## config.mk

```make
export PLATFORM = sky130hd
export DESIGN_NAME = usc_top
export DESIGN_NICKNAME = d
export VERILOG_FILES = /design/src/verilog/usc_pkg.sv /design/src/verilog/usc_core.sv
export SDC_FILE = /design/constraint.sdc
export NUM_CORES = 1
export LEC_CHECK = 0
export BUFFER_PORTS_ARGS = -buffer_cell sky130_fd_sc_hd__buf_2
export CAP_MARGIN = 30
export CORE_MARGIN = 2
export CORE_UTILIZATION = 25
export CTS_CLUSTER_SIZE = 40
export DETAILED_ROUTE_END_ITERATION = 8
export HOLD_SLACK_MARGIN = 0.15
export PLACE_DENSITY = 0.45
export SETUP_SLACK_MARGIN = 0.02
export SLEW_MARGIN = 20
export SYNTH_ARGS = -nofsm -noshare
export SYNTH_HDL_FRONTEND = slang
export SYNTH_SLANG_ARGS = --single-unit
```

## constraint.sdc

```tcl
create_clock -name clk_i -period 3.5 [get_ports clk_i]
set_clock_uncertainty 0.1 [all_clocks]
set_input_delay 0 -clock clk_i [delete_from_list [all_inputs] [get_ports clk_i]]
set_output_delay 0 -clock clk_i [all_outputs]
set_load 0.01 [all_outputs]
```

## src/verilog/usc_pkg.sv

```systemverilog
/*
 Constants, register map and types of the serial port status and
 control block. Assumes a 10 MHz clock and a 32-bit APB register bus.
*/
package usc_pkg;
    // Register byte offsets
    localparam logic [7:0] OFS_STA = 8'h00;
    localparam logic [7:0] OFS_TXD = 8'h04;
    localparam logic [7:0] OFS_RXD = 8'h08;
    localparam logic [7:0] OFS_MODE = 8'h0c;
    // Status and control field positions
    localparam int B_ADM = 24;
    localparam int B_ADDR = 16;
    localparam int B_TXSEL = 14;
    localparam int B_POL = 13;
    localparam int B_RXEN = 12;
    localparam int B_BRK = 11;
    localparam int B_TXEN = 10;
    localparam int B_RXSEL = 6;
    localparam int B_ADDRESS_CHAR_DETECT = 5;
    localparam int B_OVERRUN_ERROR_FLAG = 1;
    // Mode register field positions
    localparam int B_ON = 15;
    localparam int B_IR = 12;
    // Transmit interrupt select codes
    localparam logic [1:0] TXI_ROOM = 2'h0;
    localparam logic [1:0] TXI_DONE = 2'h1;
    localparam logic [1:0] TXI_EMPTY = 2'h2;
    // Timing: clock rate and oversampling
    localparam int CLK_HZ = 10_000_000;
    localparam int OVS = 16;
    localparam logic [3:0] OVS_LAST = 4'hf;
    localparam logic [3:0] HALF_LAST = 4'h7;
    localparam logic [3:0] IR_PULSE = 4'h3;
    localparam logic [2:0] DATA_LAST = 3'h7;
    // Frame lengths in bit times, stop bit included
    localparam logic [3:0] FRM_BITS = 4'ha;
    localparam logic [3:0] BRK_BITS = 4'he;
    localparam logic [13:0] BRK_FRAME = 14'h2000;
    // Software controls carried as one bundle
    typedef struct packed {
        logic adm;
        logic [7:0] addr;
        logic [1:0] txsel;
        logic pol;
        logic rxen;
        logic brk;
        logic txen;
        logic [1:0] rxsel;
        logic address_char_detect;
        logic on;
        logic ir;
    } usc_ctrl_t;
    typedef enum logic {TX_IDLE = 1'b0, TX_SHIFT = 1'b1} usc_tx_st_t;
    typedef enum logic [1:0] {
        R_IDLE = 2'b00,
        R_START = 2'b01,
        R_DATA = 2'b10,
        R_STOP = 2'b11
    } usc_rx_st_t;
endpackage

```

## src/verilog/usc_core.sv

```systemverilog
/*
 Transmit FIFO and the serial port status/control top module.
 Assumes an APB master on clk_i and an asynchronous serial peer on
 the pins; the receive pin is synchronised here.
*/
`timescale 1ns/100ps

// Transmit character FIFO, flushable
module usc_fifo #(
    parameter int WIDTH = 8,
    parameter int DEPTH = 8
) (
    input wire logic clk_i,
    input wire logic srst_i,
    input wire logic flush_i,
    input wire logic in_valid_i,
    input wire logic [WIDTH-1:0] in_data_i,
    input wire logic out_ready_i,
    output logic in_ready_o,
    output logic out_valid_o,
    output logic [WIDTH-1:0] out_data_o,
    output logic full_o,
    output logic empty_o
);
    localparam int AW = $clog2(DEPTH);
    // Pointers wrap naturally only at a power of two
    if (DEPTH < 2 || (DEPTH & (DEPTH - 1)) != 0) begin : g_chk
        $error("usc_fifo DEPTH must be a power of two");
    end
    logic [WIDTH-1:0] mem [DEPTH]; // Storage
    logic [AW-1:0] wp, rp, next_wp, next_rp; // Pointers
    logic [AW:0] cnt, next_cnt; // Fill level
    logic push, pop;
    assign full_o = (cnt == (AW+1)'(DEPTH));
    assign empty_o = (cnt == '0);
    assign in_ready_o = !full_o;
    assign out_valid_o = !empty_o;
    assign out_data_o = mem[rp];
    assign push = in_valid_i && in_ready_o;
    assign pop = out_valid_o && out_ready_i;
    // Next pointers; flush drops everything held
    always_comb begin
        next_wp = wp + AW'(push);
        next_rp = rp + AW'(pop);
        next_cnt = cnt + (AW+1)'(push) - (AW+1)'(pop);
        if (flush_i) begin
            next_wp = '0;
            next_rp = '0;
            next_cnt = '0;
        end
    end
    always_ff @(posedge clk_i) begin
        if (srst_i) begin
            wp <= '0;
            rp <= '0;
            cnt <= '0;
        end else begin
            wp <= next_wp;
            rp <= next_rp;
            cnt <= next_cnt;
        end
    end
    // Data array needs no reset
    always_ff @(posedge clk_i) begin
        if (push && !flush_i) begin
            mem[wp] <= in_data_i;
        end
    end
endmodule

// Notes on behaviour
// - Address detect active only while enable set
// - Compare received characters against address field
// - Select 10: interrupt while buffer empty
// - Select 01: interrupt once everything sent
// - Select 00: interrupt while buffer has room
// - Plain mode: polarity one idles low
// - Infrared mode: polarity one idles high
// - Receiver enable and on own the pin
// - Break: start, twelve zeros, stop; self-clears
// - Transmit disable aborts, flushes, releases pin
// - Buffer full flag mirrors FIFO full
// - Upper status bits read zero
module usc_top import usc_pkg::*; #(
    parameter int BAUD = 9600,
    parameter int FIFO_DEPTH = 8
) (
    input wire logic clk_i,
    input wire logic srst_i,
    input wire logic psel_i,
    input wire logic penable_i,
    input wire logic pwrite_i,
    input wire logic [7:0] paddr_i,
    input wire logic [31:0] pwdata_i,
    output logic [31:0] prdata_o,
    output logic pready_o,
    output logic pslverr_o,
    input wire logic serial_in_pin_i,
    output logic serial_out_pin_o,
    output logic serial_out_pin_oe_o,
    output logic rx_pin_owned_o,
    output logic tx_irq_o
);
    localparam int DIV = CLK_HZ / (BAUD * OVS); // Clocks per tick
    localparam logic [15:0] DIV_LAST = 16'(DIV - 1);
    if (DIV < 1 || DIV > 65536) begin : g_chk
        $error("usc_top BAUD out of range for the clock");
    end

    usc_ctrl_t ctrl, next_ctrl; // Software controls
    logic ovr, next_ovr; // Overrun flag
    logic rx_valid, next_rx_valid; // Receive data available
    logic [7:0] rx_data, next_rx_data; // Receive holding word
    logic framing_error_flag, next_framing_error_flag; // Framing error of held word
    logic matched, next_matched; // Address seen
    logic [31:0] next_prdata;
    logic next_pready, next_pslverr, next_tx_irq, next_rx_own;
    logic acc, done, wr_sta, wr_txd, rd_rxd, hit;
    logic tx_on, rx_own, tx_pop, brk_done;
    logic f_full, f_empty, f_valid, f_in_ready;
    logic [7:0] f_data;
    logic [15:0] div, next_div; // Tick divider
    logic tick, next_tick; // One-cycle oversample enable

    // APB phase decode; effects happen on the completing edge
    assign acc = psel_i && penable_i;
    assign done = acc && pready_o;
    assign wr_sta = done && pwrite_i && paddr_i == OFS_STA;
    assign wr_txd = done && pwrite_i && paddr_i == OFS_TXD;
    assign rd_rxd = done && !pwrite_i && paddr_i == OFS_RXD;
    assign hit = paddr_i == OFS_STA || paddr_i == OFS_TXD
        || paddr_i == OFS_RXD || paddr_i == OFS_MODE;
    assign tx_on = ctrl.txen && ctrl.on;
    assign rx_own = ctrl.rxen && ctrl.on;

    usc_fifo #(.WIDTH(8), .DEPTH(FIFO_DEPTH)) u_fifo (
        .clk_i(clk_i),
        .srst_i(srst_i),
        .flush_i(!tx_on),
        .in_valid_i(wr_txd),
        .in_data_i(pwdata_i[7:0]),
        .out_ready_i(tx_pop),
        .in_ready_o(f_in_ready),
        .out_valid_o(f_valid),
        .out_data_o(f_data),
        .full_o(f_full),
        .empty_o(f_empty)
    );

    usc_tx_st_t tx_st, next_tx_st;
    logic [13:0] tx_sh, next_tx_sh; // Frame, LSB goes out first
    logic [3:0] tx_cnt, next_tx_cnt; // Bit times left
    logic [3:0] tx_sub, next_tx_sub; // Ticks into the bit
    logic tx_brk, next_tx_brk; // Frame is a break
    logic next_pin, next_oe;
    usc_rx_st_t rx_st, next_rx_st;
    logic rx_s1, rx_s2, rx_line; // Pin synchroniser
    logic [3:0] rx_sub, next_rx_sub;
    logic [2:0] rx_cnt, next_rx_cnt;
    logic [7:0] rx_sh, next_rx_sh;
    logic rx_done, rx_bad, rx_take;

    // Status word; flags packed from hardware state
    function automatic logic [31:0] sta_word(input usc_ctrl_t c,
        input logic full, input logic tx_shift_empty, input logic receiver_idle,
        input logic fe, input logic oe, input logic da);
        sta_word = {7'h00, c.adm, c.addr, c.txsel, c.pol, c.rxen,
            c.brk, c.txen, full, tx_shift_empty, c.rxsel, c.address_char_detect, receiver_idle,
            1'b0, fe, oe, da};
    endfunction

    // Register file, APB answer, interrupt and pin ownership
    always_comb begin
        next_ctrl = ctrl;
        next_ovr = ovr;
        next_rx_valid = rx_valid;
        next_rx_data = rx_data;
        next_framing_error_flag = framing_error_flag;
        next_matched = matched;
        next_prdata = prdata_o;
        next_pslverr = pslverr_o;
        // Answer one cycle into access; a full FIFO stalls a push
        next_pready = acc && !pready_o
            && !(pwrite_i && paddr_i == OFS_TXD && !f_in_ready);
        if (next_pready) begin
            next_pslverr = !hit;
            unique case (paddr_i)
                OFS_STA: next_prdata = sta_word(ctrl, f_full,
                    tx_st == TX_IDLE, rx_st == R_IDLE, framing_error_flag, ovr,
                    rx_valid);
                OFS_RXD: next_prdata = {24'h000000, rx_data};
                OFS_MODE: begin
                    next_prdata = 32'h00000000;
                    next_prdata[B_ON] = ctrl.on;
                    next_prdata[B_IR] = ctrl.ir;
                end
                default: next_prdata = 32'h00000000; // Also TXD
            endcase
        end
        // Hardware clears break at frame end
        if (brk_done) begin
            next_ctrl.brk = 1'b0;
        end
        if (wr_sta) begin
            next_ctrl.adm = pwdata_i[B_ADM];
            next_ctrl.addr = pwdata_i[B_ADDR +: 8];
            next_ctrl.txsel = pwdata_i[B_TXSEL +: 2];
            next_ctrl.pol = pwdata_i[B_POL];
            next_ctrl.rxen = pwdata_i[B_RXEN];
            // Software set wins over the hardware clear
            next_ctrl.brk = pwdata_i[B_BRK] || next_ctrl.brk;
            next_ctrl.txen = pwdata_i[B_TXEN];
            next_ctrl.rxsel = pwdata_i[B_RXSEL +: 2];
            next_ctrl.address_char_detect = pwdata_i[B_ADDRESS_CHAR_DETECT];
            if (!pwdata_i[B_OVERRUN_ERROR_FLAG]) begin
                next_ovr = 1'b0;
            end
        end
        if (done && pwrite_i && paddr_i == OFS_MODE) begin
            next_ctrl.on = pwdata_i[B_ON];
            next_ctrl.ir = pwdata_i[B_IR];
        end
        if (rd_rxd) begin
            next_rx_valid = 1'b0;
        end
        // Address filter: drop until the address character arrives
        if (!ctrl.adm) begin
            next_matched = 1'b0;
        end else if (rx_take) begin
            next_matched = 1'b1;
        end
        if (rx_take) begin
            if (next_rx_valid) begin
                next_ovr = 1'b1;
            end else begin
                next_rx_valid = 1'b1;
                next_rx_data = rx_sh;
                next_framing_error_flag = rx_bad;
            end
        end
        unique case (ctrl.txsel)
            TXI_ROOM: next_tx_irq = !f_full;
            TXI_DONE: next_tx_irq = f_empty && tx_st == TX_IDLE;
            TXI_EMPTY: next_tx_irq = f_empty;
            default: next_tx_irq = 1'b0; // Reserved code
        endcase
        next_rx_own = rx_own;
    end
    always_ff @(posedge clk_i) begin
        if (srst_i) begin
            ctrl <= '0;
            ovr <= 1'b0;
            rx_valid <= 1'b0;
            rx_data <= 8'h00;
            framing_error_flag <= 1'b0;
            matched <= 1'b0;
            prdata_o <= 32'h00000000;
            pready_o <= 1'b0;
            pslverr_o <= 1'b0;
            tx_irq_o <= 1'b0;
            rx_pin_owned_o <= 1'b0;
        end else begin
            ctrl <= next_ctrl;
            ovr <= next_ovr;
            rx_valid <= next_rx_valid;
            rx_data <= next_rx_data;
            framing_error_flag <= next_framing_error_flag;
            matched <= next_matched;
            prdata_o <= next_prdata;
            pready_o <= next_pready;
            pslverr_o <= next_pslverr;
            tx_irq_o <= next_tx_irq;
            rx_pin_owned_o <= next_rx_own;
        end
    end

    // Oversample tick divider
    always_comb begin
        next_tick = (div == 16'h0000);
        next_div = next_tick ? DIV_LAST : div - 16'h0001;
    end
    always_ff @(posedge clk_i) begin
        if (srst_i) begin
            div <= 16'h0000;
            tick <= 1'b0;
        end else begin
            div <= next_div;
            tick <= next_tick;
        end
    end

    // Transmitter; a pending break goes before queued data
    assign tx_pop = tx_on && tx_st == TX_IDLE && !ctrl.brk && f_valid;
    always_comb begin
        next_tx_st = tx_st;
        next_tx_sh = tx_sh;
        next_tx_cnt = tx_cnt;
        next_tx_sub = tx_sub;
        next_tx_brk = tx_brk;
        brk_done = 1'b0;
        unique case (tx_st)
            TX_IDLE: begin
                next_tx_sub = 4'h0;
                if (tx_on && ctrl.brk) begin
                    next_tx_st = TX_SHIFT;
                    next_tx_sh = BRK_FRAME;
                    next_tx_cnt = BRK_BITS;
                    next_tx_brk = 1'b1;
                end else if (tx_pop) begin
                    next_tx_st = TX_SHIFT;
                    next_tx_sh = {5'h01, f_data, 1'b0};
                    next_tx_cnt = FRM_BITS;
                    next_tx_brk = 1'b0;
                end
            end
            TX_SHIFT: begin
                if (tick && tx_sub == OVS_LAST) begin
                    next_tx_sub = 4'h0;
                    next_tx_sh = {1'b1, tx_sh[13:1]};
                    next_tx_cnt = tx_cnt - 4'h1;
                    if (tx_cnt == 4'h1) begin
                        next_tx_st = TX_IDLE;
                        brk_done = tx_brk;
                        next_tx_brk = 1'b0;
                    end
                end else if (tick) begin
                    next_tx_sub = tx_sub + 4'h1;
                end
            end
        endcase
        // Disable aborts the frame in flight
        if (!tx_on) begin
            next_tx_st = TX_IDLE;
            next_tx_brk = 1'b0;
        end
        // Infrared sends a short pulse for each zero bit
        if (ctrl.ir) begin
            next_pin = (next_tx_st == TX_SHIFT && !next_tx_sh[0]
                && next_tx_sub < IR_PULSE) ? !ctrl.pol : ctrl.pol;
        end else begin
            next_pin = (next_tx_st == TX_SHIFT ? next_tx_sh[0] : 1'b1)
                ^ ctrl.pol;
        end
        next_oe = tx_on;
    end
    always_ff @(posedge clk_i) begin
        if (srst_i) begin
            tx_st <= TX_IDLE;
            tx_sh <= 14'h0000;
            tx_cnt <= 4'h0;
            tx_sub <= 4'h0;
            tx_brk <= 1'b0;
            serial_out_pin_o <= 1'b1;
            serial_out_pin_oe_o <= 1'b0;
        end else begin
            tx_st <= next_tx_st;
            tx_sh <= next_tx_sh;
            tx_cnt <= next_tx_cnt;
            tx_sub <= next_tx_sub;
            tx_brk <= next_tx_brk;
            serial_out_pin_o <= next_pin;
            serial_out_pin_oe_o <= next_oe;
        end
    end

    // Receiver; a released pin reads as idle line
    assign rx_line = rx_own ? rx_s2 : 1'b1;
    assign rx_take = rx_done
        && (!ctrl.adm || matched || rx_sh == ctrl.addr);
    always_comb begin
        next_rx_st = rx_st;
        next_rx_sub = rx_sub;
        next_rx_cnt = rx_cnt;
        next_rx_sh = rx_sh;
        rx_done = 1'b0;
        rx_bad = 1'b0;
        if (tick) begin
            next_rx_sub = rx_sub + 4'h1;
            unique case (rx_st)
                R_IDLE: begin
                    next_rx_sub = 4'h0;
                    if (!rx_line) begin
                        next_rx_st = R_START;
                    end
                end
                R_START: begin
                    // Mid-bit recheck rejects glitches
                    if (rx_sub == HALF_LAST) begin
                        next_rx_sub = 4'h0;
                        next_rx_cnt = 3'h0;
                        next_rx_st = rx_line ? R_IDLE : R_DATA;
                    end
                end
                R_DATA: begin
                    if (rx_sub == OVS_LAST) begin
                        next_rx_sh = {rx_line, rx_sh[7:1]};
                        next_rx_cnt = rx_cnt + 3'h1;
                        if (rx_cnt == DATA_LAST) begin
                            next_rx_st = R_STOP;
                        end
                    end
                end
                R_STOP: begin
                    if (rx_sub == OVS_LAST) begin
                        rx_done = 1'b1;
                        rx_bad = !rx_line;
                        next_rx_st = R_IDLE;
                    end
                end
            endcase
        end
    end
    always_ff @(posedge clk_i) begin
        if (srst_i) begin
            rx_s1 <= 1'b1;
            rx_s2 <= 1'b1;
            rx_st <= R_IDLE;
            rx_sub <= 4'h0;
            rx_cnt <= 3'h0;
            rx_sh <= 8'h00;
        end else begin
            rx_s1 <= serial_in_pin_i;
            rx_s2 <= rx_s1;
            rx_st <= next_rx_st;
            rx_sub <= next_rx_sub;
            rx_cnt <= next_rx_cnt;
            rx_sh <= next_rx_sh;
        end
    end
endmodule

```

After elaboration in Yosys (flattened, before gate mapping)
Memory sizes are Yosys's and may differ from the RTL's. A register that Yosys moved wholly into a read port is not among the register bits.
Cells that the tools add are included.
Word-level totals
  register bits: 140
  RAM bits: 64
  input bits: 46
  logic and storage cells: 199
  memories: 1
Cells by class
  bitwise operators: 5
  magnitude comparators: 1
  equality and inequality tests: 23
  $add $sub $neg: 9
  multiplexer cells: 61
  reduce and logical (&&, ||, !) cells: 58
Memory list
  u_fifo.mem: words 8, width 8, read ports 1, clocked after Yosys merged registers in 1, wr ports 1, RTL line usc_core.sv:30  | logic [WIDTH-1:0] mem [DEPTH];
Operators by type and width (count)
  $pmux W25 S3: 1
  $mux W14: 3
  $mux W1: 31
  $pmux W14 S2: 1
  $logic_and A1 B1 Y1: 26
  $mux W4: 6
  $pmux W4 S2: 3
  $eq A8 B4 Y1 const B: 2
  $logic_not A16 Y1: 1
  $sub A16 B1 Y16 const B: 1
  $eq A4 B4 Y1 const B: 3
  $mux W2: 6
  $logic_not A1 Y1: 11
  $ne A2 B2 Y1 const B: 5
  $mux W3: 3
  $add A4 B1 Y4 const B: 2
  $eq A8 B3 Y1 const B: 1
  $eq A8 B8 Y1: 1
  $logic_not A8 Y1: 1
  $pmux W2 S4: 1
  $mux W7: 1
  $add A3 B1 Y3: 2
  $eq A2 B2 Y1 const B: 3
  $logic_or A1 B1 Y1: 6
  25 further kinds: 36

Longest topological paths before layout
Gate-level depths: netlist (run 1).
  word-level depth: 12
  gate-level depth with buffers: 13
  mapped depth without buffers: 12

Hierarchy
Synthesis (run 1) repeated with hierarchy kept, for this count alone.
Second synthesis, totals
  cell total of the unflattened synthesis: 734
  area, all modules: 8244.2 um2
Modules (own cells, without submodules)
  usc_top: area each 5185.0 um2, cells an instance 576, instances 1
  usc_fifo: area each 3059.2 um2, cells an instance 158, instances 1

Least setup slack after synthesis (run 1)
Ideal clock, no wire load.
  path type: register -> register
  start point: register u_fifo.cnt[2]
  end point: register u_fifo.cnt[2]
  library setup time: 122 ps
  stages on the path, launching flop included: 14
  path slack: 875 ps
  period minus slack after synthesis: 2625 ps
  arrival time: 2403 ps
  cell sequence: dfxtp_1 > inv_1 > ha_1 > or3b_2 > clkbuf_1 > nand2_1 > nor2_1 > ha_1 > inv_1 > ha_1 > inv_1 > fa_1 > xor2_1 > nor2_1
On the way
  longest elaborated chain between the ends: 5
RTL lines
  start, declared: RTL line usc_core.sv:32  | logic [AW:0] cnt, next_cnt;
  start signal, assigned: RTL line usc_core.sv:60  | cnt <= next_cnt;
  $eq A4 B4 Y1 or $logic_not A4 Y1 (tied branches): RTL line usc_core.sv:34, usc_core.sv:35
  $logic_not A1 Y1, on equally long branches: RTL line usc_core.sv:36, usc_core.sv:37
  $logic_and A1 B1 Y1, on equally long branches: RTL line usc_core.sv:39, usc_core.sv:293
  $add A4 B1 Y4 or $logic_and A1 B1 Y1 (tied branches): RTL line usc_core.sv:45, usc_core.sv:40
  $sub A4 B1 Y4 *: RTL line usc_core.sv:45  | next_cnt = cnt + (AW+1)'(push) - (AW+1)'(pop);
Every way passes the cells marked *; elsewhere a longest branch is shown, timed or not.
A chain may end at the register's enable or synchronous reset.

Final worst setup path (run 1)
  start point: input port paddr_i[6]
  end point: register ctrl[15] (netlist name)
On the way
  longest elaborated chain between the ends: 2
RTL lines
  start, declared: RTL line usc_core.sv:93  | input wire logic [7:0] paddr_i,
  $logic_not A8 Y1: RTL line usc_core.sv:128  | assign wr_sta = done && pwrite_i && paddr_i == OFS_STA;
  $logic_and A1 B1 Y1: RTL line usc_core.sv:128
  end signal, assigned: RTL line usc_core.sv:263  | ctrl <= next_ctrl;
  end, declared: RTL line usc_core.sv:110  | usc_ctrl_t ctrl, next_ctrl;
Every way passes these cells.

==> impl_metrics.csv, run 1 <==
group,metric,value,unit
layout,drive_above_1_share,0.1859,
route,drt-initial-drc-count,331,
clock_tree,cts_sinks,197,
grt,grt_pass1_vias,5515,
worst_setup_path,r2r-start,"u_fifo.cnt[2]",
sta,relSlewSlack,0.4014,
clock_tree,cts_tree,"built",
synthesis,yosys.cell_types.count,58,
sta,tightest_slew,0.8953,ns
clock_tree,cts_made_buffers,17,
pwr,p_leak,3.848,nW
synthesis,ys_ff_latch,197,
flow_run,cap_violations,0,
sta,min_period,3.257,ns
worst_setup_path,slowest_stage,"dlygate4sd3_1",
pwr,powerDensity,481.1,nW/um^2
layout,synthToLayoutAreaGrowth,24.80,%
synthesis,syn_area,8078,um^2
sta,setup-tns-final,0,ns
layout,multiInputGateArea,3256,um^2
layout,fillCellCount,3287,
worst_setup_path,startpoint_type,"input pin",
placed_design,pre_cts_slack,0.6524,ns
sta,rsz0062_at_grt,"false",
grt,grt_pass1_wl,30710,um
worst_setup_path,crit_top_cell,"dlygate4sd3_1",
worst_setup_path,path_class,"input pin to register",
placed_design,globalplace.congestion,0.7235,
worst_setup_path,path_cells,"dlygate4sd3_1, buf_2, nor2_1, dlygate4sd3_1, and2_1, nand3_2, nor3_4, buf_4, nand2_1, dlygate4sd3_1, a21oi_1, dlygate4sd3_1",
synthesis,synth_common_cells,"133 x dfxtp_1, 118 x nor2_1, 68 x nand2_1, 64 x edfxtp_1, 48 x a21oi_1",
floorplanning,fp.dieW,183.8,um
grt,grt_max_degree,73,
floorplanning,die_h,183.8,um
synthesis,synth.area.top_cells,"dfxtp_1 33%, edfxtp_1 24%, nor2_1 5.5%",
worst_setup_path,cp_slowest_stage_delay,0.57,ns
grt,grt.total_usage,0.1179,
synthesis,netlist.area_leader.share,0.3296,
layout,antenna_cells,0,
sta,final.setup.worst_slack,0.2430,ns
placed_design,dp_hpwl,12750,um
clock_tree,htreeDepth,4,
placed_design,place_inst,1187,
floorplanning,die_area,33760,um^2
sta,hold_viol,0,
route,drcViolationCount,0,
clock_tree,clock_latency,0.44,ns
synthesis,yosysTopAreaCell,"dfxtp_1",
route,wl_per_cell,14.95,um
route,vias_per_cell,4.424,
synthesis,synth_edf_count,64,
worst_setup_path,worstPathRequired,3.78,ns
sta,slew_viol_final,0,
synthesis,synth-async-reset-ratio,0,
outcome,status,"finished clean",
layout,postLayoutCoreUtil,0.3178,
layout,final_nets,934,
sta,finalSetupViolations,0,
pwr,vdd_ir_drop_max,0.3343,mV
grt,antenna_found_initial,0,
sta,max_freq,0.3070,GHz
clock_tree,cts.clk_slew.worst_paths,0.07,ns
synthesis,ys_seq_area_frac,0.5675,
synthesis,ys.flop_type,"dfxtp_1",
route,ant_nets,0,
synthesis,postSynthAreaPerCell,10.96,um^2
floorplanning,num_io_pins,84,
synthesis,yosysMostFrequentCell,"dfxtp_1",
floorplanning,row_count,65,
worst_setup_path,setup.worst_path.start,"paddr_i[6]",
synthesis,yosysWarnings,0,
route,wl,19200,um
worst_setup_path,cp_max_fo,16,
min_path,hold_path_class,"input pin to register",
floorplanning,core,31720,um^2
route,num_vias,5680,
floorplanning,initial_core_util,0.2547,
grt,grt_overflow,0,
clock_tree,clock_path_buffers,2,
sta,finalCritPeriodShare,0.9306,
placed_design,io_buffers,67,
synthesis,syn_inst,737,
route,first_pass_iters,5,
worst_setup_path,critPathArrivalTime,3.54,ns
layout,final_cells,1284,
clock_tree,ctsRootBufferMaster,"clkbuf_16",
worst_setup_path,cp-end-kind,"register",
layout,ff_latch_area,4584,um^2
min_path,min_from,"serial_in_pin_i",
==> critical path: cells and delay by family <==
| family | cells | cell delay, ns |
|---|---|---|
| simple gates | 5 | 0.81 |
| buf+inv | 6 | 2.61 |
| compound gates | 1 | 0.13 |
==> registers in the layout (all words and copies together) (netlist names), 4 cells and up, named ones only <==
name and cells:
ctrl 20, rx_sub 4, div 16, tx_sh 14, rx_sh 8, rx_data 8, u_fifo.mem 64, u_fifo.cnt 4
tx_sub 4, tx_cnt 4, prdata_o 25
==> kinds of logic (layout without fill, tap and decap cells) <==
kind of cell,after synthesis,after routing,share of synthesized area
xor+xnor,29,29,0.03144
other cells,1,7,0.0004642
fa+ha+maj,19,19,0.03036
buf+inv,60,199,0.03361
compound gates,106,106,0.08643
simple gates,272,272,0.1574
mux,53,53,0.09278
flops,197,197,0.5675
==> path summary, 6_finish.rpt <==
| path | cells past startpoint | slack [ns] | endpoint |
|---|---|---|---|
| max reg2reg | 12 | 0.61 | u_fifo.cnt[2] |
| min reg2reg | 1 | 0.32 | rx_s2 |
| min | 3 | 0.21 | rx_s1 |
| max | 12 | 0.24 | ctrl[15] |
==> timing repair <==
item | CTS | global route
setup buffers | 0 | 0
endpoints found under the hold margin | 138 | 0
setup endpoints to repair | 0 | 5
gates resized for setup | 0 | 2
hold buffers | 64 | 0
==> final cells by class <==
type	count	area share
clock buffers	18	0.04356
clock inverters	14	0.01167
inverters	18	0.006702
multi-input cells	486	0.3229
flip-flops and latches	197	0.4548
well taps	402	0.04989
repair buffers	149	0.1105
==> where the power goes <==
part | total (mW) | leakage [nW] | internal [mW] | switching, mW
clock | 1.87 | 0.272 | 0.952 | 0.917
combinational | 0.495 | 1.93 | 0.233 | 0.262
sequential | 2.49 | 1.65 | 2.43 | 0.0593
==> stage by stage <==
stage | instance area [um^2] | power [mW] | hold slack [ns]
final | 10080 | 4.850 | 0.2087
after global routing | 10080 | 5.079 | 0.2112
after CTS | 10060 | 4.923 | 0.1870
after detailed placement | 8865 | 3.009 | 0.1140
after global placement | 8865 | 3.008 | 0.1133
after floorplan | 8100 | 2.906 | -0.001131
==> cells in the final DEF, fill, tap and decap left out, drive strengths merged, types with 10 or more instances in the layout <==
cell / netlist / layout
dfxtp: 133 / 133
nor3: 16 / 16
a21oi: 48 / 48
a22o: 15 / 15
edfxtp: 64 / 64
mux2i: 22 / 22
inv: 18 / 26
mux2: 15 / 15
nand2: 68 / 68
ha: 18 / 18
clkbuf: 27 / 18
xnor2: 13 / 13
o21ai: 10 / 10
nor2: 118 / 118
xor2: 16 / 16
mux4: 16 / 16
buf: 15 / 85
a22oi: 11 / 11
dlygate4sd3: 0 / 64
==> layer usage <==
layer  routed length [um]  track usage
met5                    0            0
met4                  297      0.03904
met3                  506      0.02635
met2                 8597       0.1805
met1                 9799       0.1644
Note: power is estimated with default switching activity, not from simulation.
==> inputs of run 2 (changes only) <==
--- a/config.mk
+++ b/config.mk
@@ -9,6 +9,7 @@
 export CAP_MARGIN = 30
 export CORE_MARGIN = 2
 export CORE_UTILIZATION = 25
+export CTS_BUF_LIST = sky130_fd_sc_hd__clkbuf_4
 export CTS_CLUSTER_SIZE = 40
 export DETAILED_ROUTE_END_ITERATION = 8
 export HOLD_SLACK_MARGIN = 0.15
==> run 2 against run 1 <==
  * Maximum frequency increased by 11%
  * Power is 15% lower
  * Die area is the same
  * Via count rose by 2.1%
  * Non-clock buffer count is 29 higher
  * Hold slack got worse by 0.011 ns
  * Critical endpoint is now ctrl[0]
  * Largest power group unchanged
==> impl_metrics.csv, run 2 (synthesis results as in run 1) <==
group,metric,value,unit
outcome,status,"finished clean",
layout,top_register,"u_fifo.mem",
grt,grt.total_usage,0.1212,
route,ant_nets,0,
layout,synthToLayoutAreaGrowth,24.50,%
worst_setup_path,rr_endpoint,"ctrl[0]",
sta,max_freq,0.3406,GHz
worst_setup_path,reg2reg_depth,8,
worst_setup_path,setup.worst_path.start,"pready_o",
grt,grt_pass1_vias,5695,
route,vias_per_cell,4.415,
floorplanning,die_h,183.8,um
sta,final.setup.worst_slack,0.5637,ns
worst_setup_path,reg2reg_slack,0.56,ns
layout,largest_reg_flops,64,
route,wl_per_cell,14.98,um
sta,finalSetupViolations,0,
min_path,min_from,"pwdata_i[6]",
floorplanning,row_count,65,
pwr,powerDensity,411.4,nW/um^2
sta,hold_viol,0,
placed_design,globalplace.congestion,0.7235,
pwr,p_leak,3.817,nW
route,num_vias,5801,
layout,final_common_cell,"dfxtp_1",
clock_tree,cts.clk_slew.worst_paths,0.17,ns
route,wl,19690,um
worst_setup_path,startpoint_type,"register",
pwr,intPower,2.980,mW
layout,final_nets,963,
route,first_pass_iters,5,
sta,min_period,2.936,ns
sta,rsz0062_at_grt,"false",
min_path,hold_path_class,"input pin to register",
grt,grt_max_degree,73,
layout,drive_above_1_share,0.1811,
grt,grt_pass1_wl,31480,um
clock_tree,clock_latency,0.62,ns
sta,finalCritPeriodShare,0.8389,
floorplanning,num_io_pins,84,
pwr,power_switching,1.158,mW
worst_setup_path,r2r-start,"pready_o",
floorplanning,fp.dieW,183.8,um
clock_tree,clock_path_buffers,2,
sta,setup-tns-final,0,ns
floorplanning,core,31720,um^2
placed_design,placed_area,8865,um^2
worst_setup_path,path_class,"register to register",
layout,fin_area,10060,um^2
route,drcViolationCount,0,
worst_setup_path,cp_max_fo,5,
placed_design,io_buffers,67,
pwr,p_seq_frac,0.601,
grt,antenna_found_initial,1,
clock_tree,htreeDepth,4,
pwr,vdd_ir_drop_max,0.2937,mV
clock_tree,cts_sinks,197,
worst_setup_path,worstPathRequired,3.96,ns
route,drt-initial-drc-count,323,
pwr,p_comb_frac,0.124,
floorplanning,die_area,33760,um^2
clock_tree,cts_made_buffers,17,
placed_design,pre_cts_slack,0.6524,ns
layout,mostFrequentLayoutCells,"132 x dfxtp_1, 118 x nor2_1, 92 x dlygate4sd3_1",
sta,tightest_slew,0.9186,ns
worst_setup_path,cp-end-kind,"register",
worst_setup_path,critPathArrivalTime,3.40,ns
sta,relSlewSlack,0.3858,
pwr,p_sw_frac,0.2798,
grt,grt_overflow,0,
clock_tree,cts_tree,"built",
layout,fillCellCount,3304,
sta,slew_viol_final,0,
placed_design,dp_hpwl,12750,um
pwr,p_clk_frac,0.274,
clock_tree,ctsRootBufferMaster,"clkbuf_4",
flow_run,cap_violations,0,
worst_setup_path,critPathCapture,"ctrl[0]",
floorplanning,initial_core_util,0.2547,
layout,reg.largest.list,"u_fifo.mem x64, prdata_o x25, ctrl x20",
pwr,fin_total_pwr,4.138,mW
## run 2: cell count changes in the layout (fill, tap and decap cells not counted)
cell,before,now
dlygate4sd3_1,64,92
clkbuf_16,17,0
clkbuf_4,0,17
buf_6,0,1
clkbuf_8,1,0
dfxtp_1,133,132
dfxtp_2,0,1
diode_2,0,1
inv_2,0,1
nand3_1,7,8
nand3_2,1,0
nor3_2,1,2
nor3_4,1,0
## run 2: power by group through the flow
stage	clock (mW)	sequential, mW	combinational [mW]
after floorplan	0	2.52	0.384
after global placement	0	2.54	0.470
after detailed placement	0	2.54	0.472
after CTS	1.19	2.49	0.524
after global routing	1.28	2.50	0.579
final	1.13	2.49	0.515
## run 2: how the worst min path moves through the flow
stage                                  end  depth (start not counted)  slack, ns
after floorplan           u_fifo.mem[0][0]                          0     -0.001
after global placement               rx_s1                          2       0.11
after detailed placement             rx_s1                          2       0.11
after CTS                 u_fifo.mem[0][1]                          2       0.16
after global routing      u_fifo.mem[4][1]                          2       0.15
final                     u_fifo.mem[4][6]                          2       0.20
## run 2: through the flow
stage               hold slack (ns)  utilization  instances
floorplan                 -0.001131            -        743
global placement             0.1133       0.2795       1187
detailed placement           0.1140       0.2795       1187
CTS                          0.1559       0.3167       1312
global route                 0.1546       0.3171       1314
finish                       0.1978       0.3171       1314
## run 2: area by class of cell
type                            count  area (um^2)  share of cell area
Antenna cell                        1        2.502           0.0002488
Clock buffer                       17        127.6             0.01269
Clock inverter                     15        121.4             0.01207
Inverter                           18        67.56            0.006718
Multi-Input combinational cell    486         3244              0.3226
Sequential cell                   197         4586              0.4560
Tap cell                          402        503.0             0.05001
Timing Repair Buffer              178         1405              0.1397
## run 2: layer usage
metal,vias to the layer above,share of wire,global-route usage
li1,2924,-,-
met1,2764,0.50,0.1666
met2,91,0.46,0.1866
met3,22,0.026,0.02655
met4,0,0.018,0.04448
met5,-,0,0
## run 2: repair_timing
| action | in CTS | in global routing |
|---|---|---|
| setup buffers | 0 | 1 |
| endpoints found under the hold margin | 186 | 0 |
| endpoints found under the setup margin | 0 | 8 |
| hold buffers | 93 | 0 |
| gates resized for setup | 0 | 2 |
## run 2: critical path, cell delays in order, from the launching register on
cell,delay (ns)
dfxtp_2,0.38
and3_1,0.20
nand3_1,0.17
dlygate4sd3_1,0.63
nor2_1,0.13
nand2_1,0.06
dlygate4sd3_1,0.55
a21oi_1,0.12
dlygate4sd3_1,0.55
==> inputs of run 3 (changes only) <==
--- a/config.mk
+++ b/config.mk
@@ -13,7 +13,7 @@
 export CTS_CLUSTER_SIZE = 40
 export DETAILED_ROUTE_END_ITERATION = 8
 export HOLD_SLACK_MARGIN = 0.15
-export PLACE_DENSITY = 0.45
+export PLACE_DENSITY = 0.47
 export SETUP_SLACK_MARGIN = 0.02
 export SLEW_MARGIN = 20
 export SYNTH_ARGS = -nofsm -noshare
==> constraint.sdc (replaced) <==
create_clock -name clk_i -period 2.6 [get_ports clk_i]
set_clock_uncertainty 0.1 [all_clocks]
set_input_delay 0 -clock clk_i [delete_from_list [all_inputs] [get_ports clk_i]]
set_output_delay 0 -clock clk_i [all_outputs]
set_load 0.01 [all_outputs]
==> run 3 against run 2 <==
  * Utilization is 0.30 points higher
  * Final area up 0.95%
  * Register-to-register slack got worse by 0.42 ns
  * Clock power rose by 56%
  * Routed wire length is 2.6% lower
  * Sequential share of layout area down 0.44 points
  * Sequential power is 34% higher
  * Power increased by 40%
  * Die area unchanged
  * Critical path depth rose by 1
  * Combinational power is 37% higher
==> impl_metrics.csv, run 3 (synthesis results as in run 1) <==
group,metric,value,unit
placed_design,pre_cts_slack,0.1263,ns
pwr,vdd_ir_drop_max,0.3829,mV
placed_design,globalplace.congestion,0.7083,
worst_setup_path,reg2reg_depth,7,
route,vias_per_cell,4.416,
floorplanning,die_h,183.8,um
clock_tree,htreeDepth,4,
worst_setup_path,setup.worst_path.start,"paddr_i[3]",
sta,relSlewSlack,0.6127,
sta,holdWs,0.1957,ns
route,drt-initial-drc-count,413,
worst_setup_path,cp_max_fo,15,
worst_setup_path,critPathArrivalTime,2.92,ns
sta,max_freq,0.4038,GHz
floorplanning,num_io_pins,84,
grt,grt_pass1_vias,5758,
layout,top_register,"u_fifo.mem",
sta,setup-tns-final,0,ns
sta,slew_viol_final,0,
sta,min_period,2.476,ns
route,wl,19170,um
route,wl_per_cell,14.56,um
floorplanning,row_count,65,
clock_tree,cts_sinks,197,
floorplanning,die_area,33760,um^2
sta,finalCritPeriodShare,0.9524,
outcome,status,"finished clean",
route,ant_nets,0,
layout,final_nets,965,
layout,largest_reg_flops,64,
floorplanning,initial_core_util,0.2547,
clock_tree,ctsRootBufferMaster,"clkbuf_4",
worst_setup_path,reg2reg_slack,0.14,ns
min_path,hold_path_class,"input pin to register",
sta,tightest_slew,0.5788,ns
grt,grt_overflow,0,
min_path,hold_depth,8,
pwr,powerDensity,572.3,nW/um^2
worst_setup_path,r2r-start,"pready_o",
sta,finalSetupViolations,0,
layout,synthToLayoutAreaGrowth,25.68,%
clock_tree,cts.clk_slew.worst_paths,0.16,ns
grt,grt_max_degree,37,
grt,antenna_found_initial,2,
route,drcViolationCount,0,
clock_tree,cts_made_buffers,17,
sta,final.setup.worst_slack,0.1236,ns
layout,reg.largest.list,"u_fifo.mem x64, prdata_o x25, ctrl x20",
worst_setup_path,path_class,"input pin to register",
worst_setup_path,startpoint_type,"input pin",
route,num_vias,5816,
placed_design,io_buffers,67,
clock_tree,clock_latency,0.60,ns
worst_setup_path,rr_endpoint,"ctrl[1]",
layout,fillCellCount,3266,
pwr,p_leak,3.803,nW
clock_tree,clock_path_buffers,2,
route,first_pass_iters,5,
layout,mostFrequentLayoutCells,"133 x dfxtp_1, 117 x nor2_1, 84 x dlygate4sd3_1",
grt,grt.total_usage,0.1178,
min_path,hold_end,"ctrl[2]",
sta,hold_viol,0,
floorplanning,fp.dieW,183.8,um
pwr,fin_total_pwr,5.810,mW
worst_setup_path,cp-end-kind,"register",
layout,drive_above_1_share,0.1950,
floorplanning,core,31720,um^2
placed_design,dp_hpwl,12760,um
sta,rsz0062_at_grt,"false",
clock_tree,cts_tree,"built",
grt,grt_pass1_wl,30860,um
flow_run,cap_violations,0,
min_path,min_from,"paddr_i[4]",
layout,final_common_cell,"dfxtp_1",
worst_setup_path,worstPathRequired,3.05,ns
-- run 3: cell count changes in the layout (fill, tap and decap cells not counted), sizes merged, moves of 3 or more --
cell	before	now
buf	86	95
dlygate4sd3	92	84
inv	27	23
bufinv	0	3
clkbuf	17	20
-- run 3: report_power, final --
group / switching [mW] / internal, mW / total, mW
registers: 0.0760 / 3.27 / 3.34
clock network: 1.05 / 0.705 / 1.76
logic: 0.367 / 0.340 / 0.706
total: 1.50 / 4.31 / 5.81
-- run 3: per-stage QoR --
| step | utilization | cells | instance area [um^2] |
|---|---|---|---|
| final | 0.3201 | 1317 | 10150 |
| after global routing | 0.3201 | 1317 | 10150 |
| after CTS | 0.3196 | 1315 | 10140 |
| after detailed placement | 0.2832 | 1199 | 8982 |
| after global placement | 0.2832 | 1199 | 8982 |
| after floorplan | - | 743 | 8103 |
-- run 3: per-layer routing --
| metal | vias to the layer above | wire (um) | GRT usage |
|---|---|---|---|
| met2 | 105 | 8802 | 0.1845 |
| li1 | 2922 | - | - |
| met4 | 0 | 327 | 0.04256 |
| met1 | 2768 | 9438 | 0.1613 |
| met3 | 21 | 605 | 0.02318 |
| met5 | - | 0 | 0 |
-- run 3: worst max-delay path, stage by stage --
cell	delay (ns)
dlygate4sd3_1	0.52
clkbuf_4	0.27
nand2_1	0.10
dlygate4sd3_1	0.58
nor2_1	0.12
nand2_1	0.06
dlygate4sd3_1	0.55
a21oi_1	0.14
dlygate4sd3_1	0.56
-- run 3: how the worst max path moves through the flow --
stage / to / slack [ns] / cells after the start
2_1_floorplan: u_fifo.cnt[2] / 0.09 / 13
3_5_place_dp: u_fifo.cnt[2] / 0.13 / 12
4_1_cts: u_fifo.cnt[2] / 0.11 / 12
3_3_place_gp: u_fifo.cnt[2] / 0.17 / 12
5_1_grt: ctrl[1] / 0.02 / 7
6_report: ctrl[1] / 0.12 / 9
-- run 3: area by class of cell --
class / instances / area (um^2) / area share
Antenna cell: 2 / 5.005 / 0.0004930
Clock inverter: 13 / 171.4 / 0.01688
Clock buffer: 19 / 142.6 / 0.01405
Timing Repair Buffer: 180 / 1424 / 0.1403
Sequential cell: 197 / 4584 / 0.4516
Tap cell: 402 / 503.0 / 0.04954
Inverter: 18 / 67.56 / 0.006655
Multi-Input combinational cell: 486 / 3254 / 0.3206
-- run 3: timing repair --
action / CTS / global route
endpoints found under the hold margin: 191 / 0
resized for setup: 0 / 4
buffers inserted: 0 / 0
endpoints found under the setup margin: 0 / 3
hold buffers: 84 / 0
